--- src/logic/pdc_pkg.sv ---
// Package: register map, field layout and constants of the pump divider bank
`default_nettype none

package pdc_pkg;

    // Register indices; the APB byte address is four times the index
    localparam logic [5:0] IDX_PUMP_CFG = 6'h0b;
    localparam logic [5:0] IDX_CSUM_LO  = 6'h0c;
    localparam logic [5:0] IDX_CSUM_HI  = 6'h0d;
    localparam logic [5:0] IDX_FAULT    = 6'h0e;
    localparam logic [5:0] IDX_NV_CTRL  = 6'h10;

    // Reset values (factory defaults before the nonvolatile reload)
    localparam logic [3:0]  PUMP_CFG_RST = 4'h0;
    localparam logic [15:0] CSUM_RST     = 16'h0000;
    localparam logic [7:0]  FAULT_RST    = 8'h00;
    localparam logic [4:0]  NV_CMD_RST   = 5'h00;

    // Pump divider config fields
    localparam int unsigned CFG_W       = 4;
    localparam int unsigned CFG_TRAN    = 3;
    localparam int unsigned CFG_FSEL    = 2;
    localparam int unsigned CFG_DIV_HI  = 1;
    localparam int unsigned CFG_DIV_LO  = 0;

    // Nonvolatile control fields
    localparam int unsigned NV_CMD_LSB  = 3;
    localparam int unsigned NV_CMD_W    = 5;
    localparam int unsigned NV_DONE_BIT = 2;
    localparam logic [4:0]  NV_CMD_PROGRAM = 5'h12;

    // Fault status bit positions
    localparam int unsigned FLT_BOOST_ILIM = 7;
    localparam int unsigned FLT_VOUT_OV    = 6;
    localparam int unsigned FLT_MID_OV     = 5;
    localparam int unsigned FLT_MID_UV     = 4;
    localparam int unsigned FLT_DISC_OC    = 3;
    localparam int unsigned FLT_THERMAL    = 2;
    localparam int unsigned FLT_SS_TIMEOUT = 1;
    localparam int unsigned FLT_STR_SHORT  = 0;
    localparam int unsigned FLT_W          = 8;

    // Brightness thresholds in percent of full scale
    localparam int unsigned BRIGHT_W_DEF = 12;
    localparam int unsigned PCT_HIGH     = 75;
    localparam int unsigned PCT_LOW      = 50;

    // Pump clock divider selection and last count of each ratio
    typedef enum logic [1:0] {
        PDC_DIV2,
        PDC_DIV4,
        PDC_DIV8
    } pdc_div_t;

    localparam logic [2:0] DIV2_LAST = 3'h1;
    localparam logic [2:0] DIV4_LAST = 3'h3;
    localparam logic [2:0] DIV8_LAST = 3'h7;

    typedef enum logic {
        PDC_NV_IDLE,
        PDC_NV_BUSY
    } pdc_nv_state_t;

endpackage : pdc_pkg

`default_nettype wire

--- src/logic/pdc_pump_tick.sv ---
// Charge pump clock enable: one-cycle pulse every 2, 4 or 8 system clocks
`default_nettype none

module pdc_pump_tick (
    input  wire logic             sys_clk,
    input  wire logic             rst_b,
    input  wire pdc_pkg::pdc_div_t div_sel,
    output var  logic             tick
);

    logic [2:0] count_q;
    logic [2:0] count_d;
    logic [2:0] last_w;
    logic       wrap_w;

    assign last_w = (div_sel == pdc_pkg::PDC_DIV2) ? pdc_pkg::DIV2_LAST :
                    (div_sel == pdc_pkg::PDC_DIV4) ? pdc_pkg::DIV4_LAST :
                                                      pdc_pkg::DIV8_LAST;

    // A ratio change mid-count must not run past the new last count
    assign wrap_w  = (count_q >= last_w);
    assign count_d = wrap_w ? 3'h0 : count_q + 3'h1;

    always_ff @(posedge sys_clk or negedge rst_b) begin
        if (!rst_b) begin
            count_q <= 3'h0;
            tick    <= 1'b0;
        end else begin
            count_q <= count_d;
            tick    <= wrap_w;
        end
    end

endmodule : pdc_pump_tick

`default_nettype wire

--- src/logic/pdc_regs.sv ---
// Top: APB register bank for pump divider select, checksum and fault status
// Summary of operation
// - Auto mode steps divider at 75% and 50%
// - Fixed select maps field to 1/2,1/4,1/8
// - Transition mode ignores fixed select, 50% only
// - Bit0 clear: 1/2 at/above 50%, else 1/4
// - Bit0 set: 1/4 at/above 50%, else 1/8
// - Read-only 16-bit checksum, low then high byte
// - Nonvolatile values load when factory checksum valid
// - Checksum refreshes only on enable or power cycle
// - Bit 7 flags boost secondary current limit
// - Bit 6 flags output over-voltage
// - Bits 5,4 flag mid node over/under-voltage
// - Bit 3 flags disconnect over-current or short
// - Bit 2 flags thermal shutdown
// - Bit 1 flags soft-start timeout
// - Bit 0 flags shorted LED string
// - Reset from factory defaults; fault status 0x00
// - Command 10010 programs; device clears, flags done
//
// The APB slave port is this design's own decision.
`default_nettype none

module pdc_regs #(
    parameter int unsigned BRIGHT_W = pdc_pkg::BRIGHT_W_DEF
) (
    input  wire logic                sys_clk,
    input  wire logic                rst_b,
    input  wire logic [7:0]          paddr,
    input  wire logic                psel,
    input  wire logic                penable,
    input  wire logic                pwrite,
    input  wire logic [31:0]         pwdata,
    input  wire logic [3:0]          pstrb,
    output var  logic [31:0]         prdata,
    output var  logic                pready,
    output var  logic                pslverr,
    input  wire logic [BRIGHT_W-1:0] brightness,
    input  wire logic [7:0]          fault_in,
    input  wire logic                nv_reload,
    input  wire logic                factory_csum_ok,
    input  wire logic [7:0]          nv_cfg_default,
    input  wire logic [15:0]         user_csum,
    input  wire logic                nv_write_done,
    output var  logic                nv_write_start,
    output var  logic [1:0]          pump_div_sel,
    output var  logic                pump_clk_en
);

    localparam logic [BRIGHT_W-1:0] LVL_HIGH =
        BRIGHT_W'(((2 ** BRIGHT_W) * pdc_pkg::PCT_HIGH) / 100);
    localparam logic [BRIGHT_W-1:0] LVL_LOW =
        BRIGHT_W'(((2 ** BRIGHT_W) * pdc_pkg::PCT_LOW) / 100);

    // ------------------------------------------------------------
    // State
    // ------------------------------------------------------------
    logic [pdc_pkg::CFG_W-1:0]    cfg_q;
    logic [pdc_pkg::CFG_W-1:0]    cfg_d;
    logic [15:0]                  csum_q;
    logic [15:0]                  csum_d;
    logic [pdc_pkg::FLT_W-1:0]    fault_q;
    pdc_pkg::pdc_div_t            div_q;
    pdc_pkg::pdc_div_t            div_d;
    pdc_pkg::pdc_nv_state_t       nv_state_q;
    pdc_pkg::pdc_nv_state_t       nv_state_d;
    logic [pdc_pkg::NV_CMD_W-1:0] nv_cmd_q;
    logic [pdc_pkg::NV_CMD_W-1:0] nv_cmd_d;
    logic                         nv_done_q;
    logic                         nv_done_d;
    logic                         nv_start_d;
    logic                         pready_d;

    // ------------------------------------------------------------
    // APB decode
    // ------------------------------------------------------------
    logic       access_w;
    logic       fire_w;
    logic       wr_fire_w;
    logic       rd_fire_w;
    logic [5:0] idx_w;
    logic       aligned_w;
    logic       hit_cfg_w;
    logic       hit_lo_w;
    logic       hit_hi_w;
    logic       hit_flt_w;
    logic       hit_nv_w;
    logic       mapped_w;
    logic [7:0] rd_data_w;

    assign access_w  = psel && penable;
    // Zero-wait answers would need combinational read data, so one wait
    assign fire_w    = access_w && pready;
    assign wr_fire_w = fire_w && pwrite && pstrb[0];
    assign rd_fire_w = fire_w && !pwrite;
    assign idx_w     = paddr[7:2];
    assign aligned_w = (paddr[1:0] == 2'h0);

    assign hit_cfg_w = aligned_w && (idx_w == pdc_pkg::IDX_PUMP_CFG);
    assign hit_lo_w  = aligned_w && (idx_w == pdc_pkg::IDX_CSUM_LO);
    assign hit_hi_w  = aligned_w && (idx_w == pdc_pkg::IDX_CSUM_HI);
    assign hit_flt_w = aligned_w && (idx_w == pdc_pkg::IDX_FAULT);
    assign hit_nv_w  = aligned_w && (idx_w == pdc_pkg::IDX_NV_CTRL);
    assign mapped_w  = hit_cfg_w || hit_lo_w || hit_hi_w || hit_flt_w || hit_nv_w;

    assign rd_data_w =
        hit_cfg_w ? {4'h0, cfg_q} :
        hit_lo_w  ? csum_q[7:0] :
        hit_hi_w  ? csum_q[15:8] :
        hit_flt_w ? fault_q :
        hit_nv_w  ? {nv_cmd_q, nv_done_q, 2'h0} :
                    8'h00;

    assign pready_d = access_w && !pready;

    always_ff @(posedge sys_clk or negedge rst_b) begin
        if (!rst_b) begin
            pready  <= 1'b0;
            pslverr <= 1'b0;
            prdata  <= 32'h0000_0000;
        end else begin
            pready <= pready_d;
            if (pready_d) begin
                pslverr <= !mapped_w;
                prdata  <= {24'h00_0000, rd_data_w};
            end
        end
    end

    // ------------------------------------------------------------
    // Pump divider configuration
    // ------------------------------------------------------------
    // A reload stands for an enable toggle or power cycle, so with a valid
    // factory checksum it beats a register write landing in the same cycle
    assign cfg_d =
        (nv_reload && factory_csum_ok) ? nv_cfg_default[pdc_pkg::CFG_W-1:0] :
        (wr_fire_w && hit_cfg_w)       ? pwdata[pdc_pkg::CFG_W-1:0] :
                                         cfg_q;

    always_ff @(posedge sys_clk or negedge rst_b) begin
        if (!rst_b) begin
            cfg_q <= pdc_pkg::PUMP_CFG_RST;
        end else begin
            cfg_q <= cfg_d;
        end
    end

    // ------------------------------------------------------------
    // Divider selection from brightness
    // ------------------------------------------------------------
    logic              cfg_tran_w;
    logic              cfg_fsel_w;
    logic              ge_high_w;
    logic              ge_low_w;
    pdc_pkg::pdc_div_t auto_div_w;
    pdc_pkg::pdc_div_t fixed_div_w;
    pdc_pkg::pdc_div_t tran_div_w;

    assign cfg_tran_w = cfg_q[pdc_pkg::CFG_TRAN];
    assign cfg_fsel_w = cfg_q[pdc_pkg::CFG_FSEL];

    // Plain compares each cycle; a level dithering on a threshold
    // will toggle the ratio
    assign ge_high_w = (brightness >= LVL_HIGH);
    assign ge_low_w  = (brightness >= LVL_LOW);

    assign auto_div_w = ge_high_w ? pdc_pkg::PDC_DIV2 :
                        ge_low_w  ? pdc_pkg::PDC_DIV4 :
                                    pdc_pkg::PDC_DIV8;

    assign fixed_div_w = cfg_q[pdc_pkg::CFG_DIV_HI] ? pdc_pkg::PDC_DIV8 :
                         cfg_q[pdc_pkg::CFG_DIV_LO] ? pdc_pkg::PDC_DIV4 :
                                                      pdc_pkg::PDC_DIV2;

    assign tran_div_w =
        cfg_q[pdc_pkg::CFG_DIV_LO] ?
            (ge_low_w ? pdc_pkg::PDC_DIV4 : pdc_pkg::PDC_DIV8) :
            (ge_low_w ? pdc_pkg::PDC_DIV2 : pdc_pkg::PDC_DIV4);

    assign div_d = cfg_tran_w ? tran_div_w :
                   cfg_fsel_w ? fixed_div_w :
                                auto_div_w;

    always_ff @(posedge sys_clk or negedge rst_b) begin
        if (!rst_b) begin
            div_q <= pdc_pkg::PDC_DIV2;
        end else begin
            div_q <= div_d;
        end
    end

    assign pump_div_sel = div_q;

    pdc_pump_tick u_tick (
        .sys_clk (sys_clk),
        .rst_b   (rst_b),
        .div_sel (div_q),
        .tick    (pump_clk_en)
    );

    // ------------------------------------------------------------
    // Checksum bytes
    // ------------------------------------------------------------
    // A finished programming cycle does not touch these
    assign csum_d = nv_reload ? user_csum : csum_q;

    always_ff @(posedge sys_clk or negedge rst_b) begin
        if (!rst_b) begin
            csum_q <= pdc_pkg::CSUM_RST;
        end else begin
            csum_q <= csum_d;
        end
    end

    // ------------------------------------------------------------
    // Fault status, one live bit per condition
    // ------------------------------------------------------------
    genvar gi;
    generate
        for (gi = 0; gi < pdc_pkg::FLT_W; gi++) begin : g_fault
            always_ff @(posedge sys_clk or negedge rst_b) begin
                if (!rst_b) begin
                    fault_q[gi] <= pdc_pkg::FAULT_RST[gi];
                end else begin
                    fault_q[gi] <= fault_in[gi];
                end
            end
        end
    endgenerate

    // Status bit n is fault_in bit n, so the port order sets the layout:

    // ------------------------------------------------------------
    // Nonvolatile programming command
    // ------------------------------------------------------------
    logic nv_cmd_wr_w;
    logic nv_go_w;
    logic nv_finish_w;
    logic nv_rd_clr_w;
    logic [pdc_pkg::NV_CMD_W-1:0] nv_wr_cmd_w;

    assign nv_wr_cmd_w = pwdata[pdc_pkg::NV_CMD_LSB +: pdc_pkg::NV_CMD_W];
    assign nv_cmd_wr_w = wr_fire_w && hit_nv_w;
    assign nv_go_w     = nv_cmd_wr_w && (nv_state_q == pdc_pkg::PDC_NV_IDLE) &&
                         (nv_wr_cmd_w == pdc_pkg::NV_CMD_PROGRAM);
    assign nv_finish_w = (nv_state_q == pdc_pkg::PDC_NV_BUSY) && nv_write_done;
    assign nv_rd_clr_w = rd_fire_w && hit_nv_w;

    always_comb begin
        nv_state_d = nv_state_q;
        nv_cmd_d   = nv_cmd_q;
        nv_start_d = 1'b0;
        case (nv_state_q)
            pdc_pkg::PDC_NV_IDLE: begin
                if (nv_cmd_wr_w) begin
                    nv_cmd_d = nv_wr_cmd_w;
                end
                if (nv_go_w) begin
                    nv_start_d = 1'b1;
                    nv_state_d = pdc_pkg::PDC_NV_BUSY;
                end
            end
            pdc_pkg::PDC_NV_BUSY: begin
                // Command stays readable and locked while programming runs
                if (nv_write_done) begin
                    nv_cmd_d   = pdc_pkg::NV_CMD_RST;
                    nv_state_d = pdc_pkg::PDC_NV_IDLE;
                end
            end
            default: begin
                nv_state_d = pdc_pkg::PDC_NV_IDLE;
                nv_cmd_d   = pdc_pkg::NV_CMD_RST;
            end
        endcase
    end

    // Set beats the clear-on-read in the same cycle
    assign nv_done_d = nv_finish_w ? 1'b1 :
                       nv_rd_clr_w ? 1'b0 :
                                     nv_done_q;

    always_ff @(posedge sys_clk or negedge rst_b) begin
        if (!rst_b) begin
            nv_state_q     <= pdc_pkg::PDC_NV_IDLE;
            nv_cmd_q       <= pdc_pkg::NV_CMD_RST;
            nv_done_q      <= 1'b0;
            nv_write_start <= 1'b0;
        end else begin
            nv_state_q     <= nv_state_d;
            nv_cmd_q       <= nv_cmd_d;
            nv_done_q      <= nv_done_d;
            nv_write_start <= nv_start_d;
        end
    end
endmodule : pdc_regs

`default_nettype wire
--- config.mk ---
export PLATFORM = sky130hd
export DESIGN_NAME = pdc_regs
export DESIGN_NICKNAME = d
export VERILOG_FILES = /design/src/logic/pdc_pkg.sv /design/src/logic/pdc_pump_tick.sv /design/src/logic/pdc_regs.sv
export SDC_FILE = /design/constraint.sdc
export NUM_CORES = 1
export LEC_CHECK = 0
export ABC_CLOCK_PERIOD_IN_PS = 1500
export BUFFER_PORTS_ARGS = -buffer_cell sky130_fd_sc_hd__buf_2
export CORE_UTILIZATION = 30
export CTS_CLUSTER_SIZE = 16
export DETAILED_ROUTE_END_ITERATION = 10
export PLACE_DENSITY = 0.7
export SKIP_CTS_REPAIR_TIMING = 1
export SLEW_MARGIN = 5
export SYNTH_ARGS = -nofsm -noshare
export SYNTH_HDL_FRONTEND = slang
export SYNTH_SLANG_ARGS = --single-unit
--- constraint.sdc ---
create_clock -name sys_clk -period 1.5 [get_ports sys_clk]
set_clock_uncertainty 0.05 [all_clocks]
set_input_delay 0.3 -clock sys_clk [delete_from_list [all_inputs] [get_ports sys_clk]]
set_output_delay 0.3 -clock sys_clk [all_outputs]
set_load 0.01 [all_outputs]
==> flow_metrics.env, run 1 <==
export IMPL_netlist_instances=254
export IMPL_grt_max_degree=53
export IMPL_cts_num_sinks=52
export IMPL_drive_above_1_share_pct=49.2
export IMPL_placed_cells=452
export IMPL_hpwl_mm=4.91
export IMPL_drc=0
export IMPL_drtIter0Drc=71
export IMPL_worstSkewPairLatency_ns=0.30
export IMPL_cts_buffers=5
export IMPL_crit_cells=5
export IMPL_ys_warn_count=0
export IMPL_path_delay_family="simple AND/OR/NAND/NOR gates"
export IMPL_path_cells="buf_6, or4b_4, or4_4, or3_4, mux2i_1"
export IMPL_layout_setup_ws_ns=-0.328
export IMPL_synth_compound_area_share_pct=10.9
export IMPL_synth_cell_type_count=47
export IMPL_hold_violations=0
export IMPL_synthMuxAreaShare_pct=13.5
export IMPL_startpoint_type="input pin"
export IMPL_cts_root_to_sink_buffers=2
export IMPL_num_rows=34
export IMPL_p_total_w=0.00342
export IMPL_port_buffers=68
export IMPL_synthAdderAreaFrac_pct=1.40
export IMPL_antenna_found_initial=0
export IMPL_avgSynthCellArea_sq_um=10.6
export IMPL_max_stage_delay_ns=0.54
export IMPL_core_sq_um=8680
export IMPL_ant_nets=0
export IMPL_wl_per_cell_um=13.7
export IMPL_synth_xor_area_share_pct=0.326
export IMPL_synth_top_flop_cell="dfrtp_1"
export IMPL_grt_usage_pct=13.7
export IMPL_viasPerCell=4.67
export IMPL_n_fill_cell=874
export IMPL_multi_input_area_sq_um=1390
export IMPL_stdcell_count=464
export IMPL_first_pass_iters=4
export IMPL_synth_edff_count=0
export IMPL_initial_core_util_pct=31.0
export IMPL_fin_crit_sh_pct=122
export IMPL_ys_ff_latch=52
export IMPL_regArea_sq_um=1300
export IMPL_ir_worst_vdd_v=0.000514
export IMPL_crit_type="input pin to register"
export IMPL_root_buffer="clkbuf_8"
export IMPL_status="finished, violations left"
export IMPL_grt_pass1_vias=2099
export IMPL_grt_pass1_wl_mm=10.1
export IMPL_cp_end_kind="register"
export IMPL_fp_dieH_um=96.6
export IMPL_worstPathArrival_ns=1.97
export IMPL_powerDensity_nw_per_um2=932
export IMPL_die_area_sq_um=9340
export IMPL_synth_top_family_by_area="simple AND/OR/NAND/NOR gates"
export IMPL_cp_buffers_inverters=1
export IMPL_io_pins=134
export IMPL_syn_area_sq_um=2690
export IMPL_wl_mm=6.37
export IMPL_fp_dieW_um=96.6
export IMPL_clk_pin_slew_ns=0.09
export IMPL_antenna_cells=0
export IMPL_yosysSeqAreaShare_pct=48.4
export IMPL_cts_tree="yes"
export IMPL_place_gp_congestion=0.843
export IMPL_maxCapViolations=0
export IMPL_min_period_ns=1.83
export IMPL_synth_simple_gate_area_share_pct=15.1
export IMPL_h_tree_depth=2
export IMPL_hp_class="input pin to register"
export IMPL_rr_worst_depth=4
export IMPL_rsz0062_at_grt="yes"
export IMPL_vias=2165
export IMPL_leakagePower_nw=1.74
export IMPL_syn_to_final_growth_pct=36.7
export IMPL_grt_ovfl_total=0
export IMPL_worstHoldPathCells=1
export IMPL_setup_violations=8
export IMPL_critPathSlowestCell="or4b_4"
export IMPL_async_flop_share_pct=100
export IMPL_finalNetCount=454
export IMPL_path_max_fanout=6
export IMPL_required_ns=1.64
export IMPL_max_freq_mhz=547
export IMPL_violations="negative setup slack"
export IMPL_drv_slew=0
export IMPL_finalSetupTns_ns=-2.25
## worst reg2reg max path: stages, from the launching register on
cell	delay, ns
dfrtp_1	0.35
or4bb_4	0.48
a211oi_4	0.26
a2111oi_2	0.07
a211oi_1	0.21
## cell families after synthesis
kind of cell	after synthesis
simple gates	74
flops	52
buf+inv	47
compound gates	43
mux	33
fa+ha+maj	3
other cells	1
xor+xnor	1
## cells in the final DEF, fill, tap and decap left out, types with 3 or more instances in the layout
master,count
a211oi_1,3
a21oi_1,4
a2bb2oi_2,3
a31oi_1,3
buf_2,66
buf_4,33
buf_6,6
clkbuf_8,6
conb_1,24
dfrtp_1,52
ha_1,3
inv_1,10
mux2_2,22
mux2_4,4
mux2i_1,7
nand2_1,20
nand2b_1,3
nor2_1,15
nor3_2,4
o21ai_0,3
o21ai_1,5
## metal layers
layer	vias up	global-route usage (%)	routed length [um]
li1	1050	-	-
met1	1039	18.9	2980
met2	72	21.8	3050
met3	4	3.18	305
met4	0	2.87	35
met5	-	0	0
## area by class of cell
cell class,instances,area share (%)
inverter,11,1.23
clock inverter,2,1.06
multi-input combinational,178,38.0
sequential,52,35.4
timing repair buffer,107,18.4
clock buffer,6,2.25
tap,108,3.68
## per-stage QoR
stage	util [%]	worst slack, ns	cell area (sq um)	hold slack, ns
after floorplan	-	-0.582	2890	-0.0456
after global placement	38.7	-0.753	3360	0.269
after detailed placement	38.7	-0.788	3360	0.266
after CTS	40.1	-0.461	3480	-0.0672
after global routing	42.3	-0.361	3670	0.0290
final	42.3	-0.328	3670	0.0510
## final timing paths
path                              startpoint  slack [ns]                end
max                                 paddr[7]       -0.33        nv_cmd_q[4]
min                              fault_in[5]        0.05         fault_q[5]
max reg2reg                        csum_q[3]        0.01          prdata[3]
min reg2reg                u_tick.count_q[0]        0.44  u_tick.count_q[0]
max in group asynchronous              rst_b        0.70         fault_q[4]
min in group asynchronous              rst_b        0.47        nv_cmd_q[3]
## Yosys cell counts, types with 2 or more instances
cell        n  area share, %
ha_1        3            1.4
o21ai_0    10            1.9
a211oi_1    6            1.7
or2_2       3           0.70
nand2b_1    3           0.70
nor2_1     15            2.1
nand3b_1    2           0.56
nor4_1      2           0.47
mux2_2     26             11
dfrtp_1    52             48
nor4b_1     2           0.65
a21oi_1     4           0.75
o22ai_1     2           0.47
nor2b_1     2           0.47
mux2i_1     7            2.6
nor3_1      8            1.5
a2bb2oi_1   3           0.98
inv_1      10            1.4
clkbuf_1   10            1.4
o211ai_1    2           0.56
buf_4      24            6.7
a31oi_1     3           0.70
o31ai_1     4            1.1
a21o_1      2           0.56
a221oi_1    2           0.65
nand2_1    20            2.8
or3b_2      3           0.98
nand3_1     4           0.75
o2bb2ai_1   2           0.65
## flip-flops by register name, summed over array words and instances (netlist names)
register and count:
cfg_q 4, csum_q 16, fault_q 8, nv_cmd_q 5, nv_done_q 1, nv_state_q 1
nv_write_start 1, prdata 8, pready 1, pslverr 1, pump_div_sel 2, u_tick.count_q 3
u_tick.tick 1
## power by group
group | switching [W] | internal (W) | total (W)
Combinational | 0.000367 | 0.000388 | 0.000755
Sequential | 0.000106 | 0.00156 | 0.00167
Clock | 0.000454 | 0.000546 | 0.00100
Total | 0.000928 | 0.00249 | 0.00342
Power figures use the tool's default switching activity.
==> run 2: changes to the inputs <==
Settings changed: BUFFER_PORTS_ARGS -buffer_cell sky130_fd_sc_hd__buf_2 to not set, DONT_BUFFER_PORTS set to 1, PLACE_DENSITY 0.7 to 0.56.
==> run 2 against run 1 <==
Net effect:
- the flow finishes with violations (negative hold slack, negative setup slack)
- sequential share of layout area rose by 4.8 points
- highest routed layer unchanged
- register-to-register slack worse by 0.11 ns
- cell area fell by 12%
- flip-flop and latch count stayed put
- non-clock buffer count decreased by 75
- combinational power decreased by 29%
- largest cell class unchanged
==> flow_metrics.env, run 2 (synthesis results as in run 1) <==
export IMPL_worstPathArrival_ns=1.90
export IMPL_regMostFlops="csum_q"
export IMPL_drv_slew=0
export IMPL_leakagePower_nw=1.39
export IMPL_ir_worst_vdd_v=0.000574
export IMPL_reg_top3="csum_q (16), fault_q (8), prdata (8)"
export IMPL_wl_per_cell_um=15.7
export IMPL_powerDensity_nw_per_um2=947
export IMPL_grt_util_met1_pct=18.1
export IMPL_initial_core_util_pct=31.0
export IMPL_port_buffers=0
export IMPL_fin_crit_sh_pct=117
export IMPL_stdcell_area_sq_um=3230
export IMPL_ant_nets=0
export IMPL_grt_pass1_vias=1872
export IMPL_finalNetCount=379
export IMPL_placed_cells=369
export IMPL_grt_busiest_layer="met2"
export IMPL_viasPerCell=4.89
export IMPL_min_period_ns=1.75
export IMPL_fp_dieW_um=96.6
export IMPL_num_rows=34
export IMPL_layout_setup_ws_ns=-0.250
export IMPL_finalSetupTns_ns=-2.03
export IMPL_stdcell_count=389
export IMPL_n_fill_cell=885
export IMPL_largest_reg_flops=16
export IMPL_first_pass_iters=4
export IMPL_cts_num_sinks=52
export IMPL_use_met2_pct=20.1
export IMPL_grt_usage_pct=13.3
export IMPL_maxCapViolations=0
export IMPL_drc=0
export IMPL_root_buffer="clkbuf_8"
export IMPL_hp_class="input pin to asynchronous set/reset pin"
export IMPL_max_freq_mhz=572
export IMPL_cts_tree="yes"
export IMPL_hpwl_mm=4.59
export IMPL_syn_to_final_growth_pct=20.4
export IMPL_drive_above_1_share_pct=31.3
export IMPL_violations="negative hold slack, negative setup slack"
export IMPL_cts_buffers=5
export IMPL_rsz0062_at_grt="yes"
export IMPL_place_area_sq_um=2900
export IMPL_met3_usage_pct=4.05
export IMPL_antenna_found_initial=0
export IMPL_r2r_slack_ns=-0.10
export IMPL_core_sq_um=8680
export IMPL_status="finished, violations left"
export IMPL_wl_mm=6.09
export IMPL_startpoint_type="input pin"
export IMPL_grt_max_degree=53
export IMPL_crit_type="input pin to register"
export IMPL_required_ns=1.65
export IMPL_setup_violations=12
export IMPL_fp_dieH_um=96.6
export IMPL_layout_commonest_cell="dfrtp_1"
export IMPL_cts_root_to_sink_buffers=2
export IMPL_hold_violations=52
export IMPL_clk_pin_slew_ns=0.09
export IMPL_vias=1904
export IMPL_antenna_cells=0
export IMPL_io_pins=134
export IMPL_grt_ovfl_total=0
export IMPL_cp_end_kind="register"
export IMPL_path_max_fanout=6
export IMPL_layout_common_cells="52 x dfrtp_1, 24 x conb_1, 22 x mux2_2, 22 x buf_4, 20 x nand2_1"
export IMPL_worstSkewPairLatency_ns=0.31
export IMPL_holdWs_ns=-0.379
export IMPL_h_tree_depth=2
export IMPL_place_gp_congestion=0.803
export IMPL_drtIter0Drc=62
export IMPL_grt_pass1_wl_mm=9.67
export IMPL_die_area_sq_um=9340
export IMPL_post_route_util_pct=37.3
-- run 2: final cells by class --
| class | instances | area [sq um] | share of cell area, % |
|---|---|---|---|
| clock buffer | 7 | 86.3 | 2.67 |
| clock inverter | 1 | 7.51 | 0.232 |
| inverter | 11 | 45.0 | 1.39 |
| multi-input combinational | 178 | 1380 | 42.7 |
| sequential | 52 | 1300 | 40.2 |
| tap | 108 | 135 | 4.18 |
| timing repair buffer | 32 | 277 | 8.55 |
-- run 2: worst paths after layout --
| path | cells past startpoint | to | start |
|---|---|---|---|
| hold / removal | 0 | csum_q[1] | rst_b |
| hold reg to reg | 1 | u_tick.count_q[0] | u_tick.count_q[0] |
| setup reg to reg | 4 | nv_cmd_q[1] | pready |
| setup / recovery | 4 | nv_cmd_q[1] | paddr[5] |
| min in group sys_clk | 1 | nv_state_q | nv_write_done |
| max in group asynchronous | 0 | prdata[5] | rst_b |
-- run 2: through the flow --
step / setup slack, ns / power (W)
after floorplan: -0.582 / 0.00216
after global placement: -0.646 / 0.00220
after detailed placement: -0.685 / 0.00222
after CTS: -0.332 / 0.00305
after global routing: -0.294 / 0.00323
final: -0.250 / 0.00306
-- run 2: power breakdown --
group          internal, W  switching [W]  total (W)
Combinational     0.000297       0.000236   0.000533
Clock             0.000376       0.000460   0.000836
Sequential         0.00156       0.000132    0.00169
-- run 2: routing by layer --
metal	up-vias	wire [um]
met5	-	0
met3	7	454
li1	896	-
met2	83	2830
met1	918	2740
met4	0	73
-- run 2: worst max-delay path, stage by stage --
cell,delay (ns)
or4b_4,0.55
or4_4,0.51
or3_4,0.40
mux2i_1,0.14
==> run 3: changes to the inputs <==
Settings changed: ABC_CLOCK_PERIOD_IN_PS 1500 to 1600.
Clock period 1.5 ns to 1.6 ns, I/O delays scaled along.
==> run 3 against run 2 <==
Net effect:
- highest routed layer unchanged
- the run ends with negative setup slack left
- clock power increased by 8.3%
- register-to-register slack improved by 0.10 ns
- final cell count decreased by 1.3%
- critical path depth unchanged
- count of clock-buffer cells in the layout decreased by 2
- global-route usage decreased by 0.77 points
- largest power group unchanged
- cell area decreased by 4.7%
- largest cell class is now flip-flops and latches
- wire length decreased by 6.0%
==> flow_metrics.env, run 3 (synthesis results as in run 1) <==
export IMPL_fp_dieH_um=96.6
export IMPL_path_max_fanout=6
export IMPL_hpwl_mm=4.46
export IMPL_finalNetCount=374
export IMPL_powerDensity_nw_per_um2=963
export IMPL_switching_share_pct=26.7
export IMPL_drive_above_1_share_pct=24.6
export IMPL_drtIter0Drc=45
export IMPL_dp_worst_setup_slack_ns=-0.611
export IMPL_antenna_cells=0
export IMPL_setup_violations=7
export IMPL_ant_nets=0
export IMPL_cts_buffers=5
export IMPL_crit_type="input pin to register"
export IMPL_n_fill_cell=865
export IMPL_worstPathArrival_ns=1.92
export IMPL_max_freq_mhz=561
export IMPL_clk_pin_slew_ns=0.10
export IMPL_power_share_sequential_pct=53.7
export IMPL_cp_end_kind="register"
export IMPL_layout_setup_ws_ns=-0.183
export IMPL_num_rows=34
export IMPL_fp_dieW_um=96.6
export IMPL_root_buffer="clkbuf_8"
export IMPL_p_sw_w=0.000794
export IMPL_regMostFlops="csum_q"
export IMPL_grt_ovfl_total=0
export IMPL_r2r_slack_ns=0
export IMPL_rsz0062_at_grt="yes"
export IMPL_place_gp_congestion=0.758
export IMPL_hp_class="input pin to register"
export IMPL_cts_tree="yes"
export IMPL_leakagePower_nw=1.35
export IMPL_grt_max_degree=53
export IMPL_p_comb_share_pct=15.8
export IMPL_fin_crit_sh_pct=111
export IMPL_grt_pass1_wl_mm=9.25
export IMPL_grt_usage_pct=12.5
export IMPL_ir_worst_vdd_v=0.000520
export IMPL_worstHoldPathCells=1
export IMPL_drv_slew=0
export IMPL_internal_power_w=0.00218
export IMPL_path_cells="or4b_4, or4_4, or3_4, mux2i_1"
export IMPL_clkPwrFrac_pct=30.5
export IMPL_core_sq_um=8680
export IMPL_layout_commonest_cell="dfrtp_1"
export IMPL_p_total_w=0.00297
export IMPL_cts_num_sinks=52
export IMPL_rr_worst_depth=4
export IMPL_max_stage_delay_ns=0.54
export IMPL_io_pins=134
export IMPL_min_period_ns=1.78
export IMPL_antenna_found_initial=0
export IMPL_port_buffers=0
export IMPL_critPathSlowestCell="or4b_4"
export IMPL_cts_root_to_sink_buffers=2
export IMPL_violations="negative setup slack"
export IMPL_wl_per_cell_um=14.9
export IMPL_largest_reg_flops=16
export IMPL_die_area_sq_um=9340
export IMPL_h_tree_depth=2
export IMPL_reg_top3="csum_q (16), fault_q (8), prdata (8)"
export IMPL_vias=1826
export IMPL_syn_to_final_growth_pct=14.7
export IMPL_viasPerCell=4.76
export IMPL_first_pass_iters=4
export IMPL_drc=0
export IMPL_startpoint_type="input pin"
export IMPL_wl_mm=5.73
export IMPL_required_ns=1.74
export IMPL_grt_pass1_vias=1838
export IMPL_worstSkewPairLatency_ns=0.30
export IMPL_status="finished, violations left"
export IMPL_initial_core_util_pct=31.0
export IMPL_maxCapViolations=0
export IMPL_layout_common_cells="52 x dfrtp_1, 26 x mux2_2, 24 x conb_1"
export IMPL_hold_violations=0
-- run 3: cell count changes in the layout (fill, tap and decap cells not counted), moves of 2 or more --
cell	before	now
a211oi_1	4	6
a221oi_1	0	2
a221oi_2	2	0
buf_4	22	17
mux2_2	22	26
mux2_4	4	0
nor3_1	3	6
nor3_2	4	1
o21ai_0	6	9
o21ai_1	3	0
-- run 3: final timing paths --
| kind | start | to |
|---|---|---|
| worst max-delay path | paddr[5] | nv_cmd_q[1] |
| worst min-delay path | brightness[11] | pump_div_sel[1] |
| worst max register to register | pready | nv_cmd_q[1] |
| worst min register to register | u_tick.count_q[0] | u_tick.count_q[0] |
| max in group asynchronous | rst_b | nv_cmd_q[1] |
| min in group asynchronous | rst_b | prdata[0] |
-- run 3: metal layers --
metal	part of all wire (%)	global-route usage [%]
met1	47	16.6
met2	44	18.7
met3	7.8	4.91
met4	1.4	3.90
met5	0	0
-- run 3: area by class of cell --
| class | count | area [sq um] | share of cell area [%] |
|---|---|---|---|
| flip-flops and latches | 52 | 1300 | 42.2 |
| well taps | 108 | 135 | 4.38 |
| clock inverters | 3 | 42.5 | 1.38 |
| multi-input cells | 178 | 1250 | 40.5 |
| inverters | 11 | 41.3 | 1.34 |
| repair buffers | 27 | 245 | 7.96 |
| clock buffers | 5 | 68.8 | 2.23 |
-- run 3: metrics by stage --
step / area, sq um / cells / hold slack [ns] / utilization (%) / setup TNS [ns]
after floorplan: 2840 / 277 / -0.0256 / - / -3.40
after global placement: 2820 / 365 / -0.0241 / 32.5 / -4.92
after detailed placement: 2820 / 365 / -0.0242 / 32.5 / -5.30
after CTS: 2930 / 373 / -0.365 / 33.8 / -1.70
after global routing: 3080 / 384 / 0.0460 / 35.5 / -1.25
final: 3080 / 384 / 0.0613 / 35.5 / -1.08
-- run 3: power by group through the flow --
stage / clock, W / combinational (W) / sequential (W)
6_report: 0.000905 / 0.000470 / 0.00159
5_1_grt: 0.000981 / 0.000539 / 0.00162
4_1_cts: 0.000929 / 0.000423 / 0.00160
3_5_place_dp: 0 / 0.000422 / 0.00163
3_3_place_gp: 0 / 0.000410 / 0.00162
2_1_floorplan: 0 / 0.000419 / 0.00159
-- run 3: critical path: cells and delay by family --
| kind | cells | cell delay, ns |
|---|---|---|
| and+or+nand+nor | 3 | 1.46 |
| muxes | 1 | 0.15 |
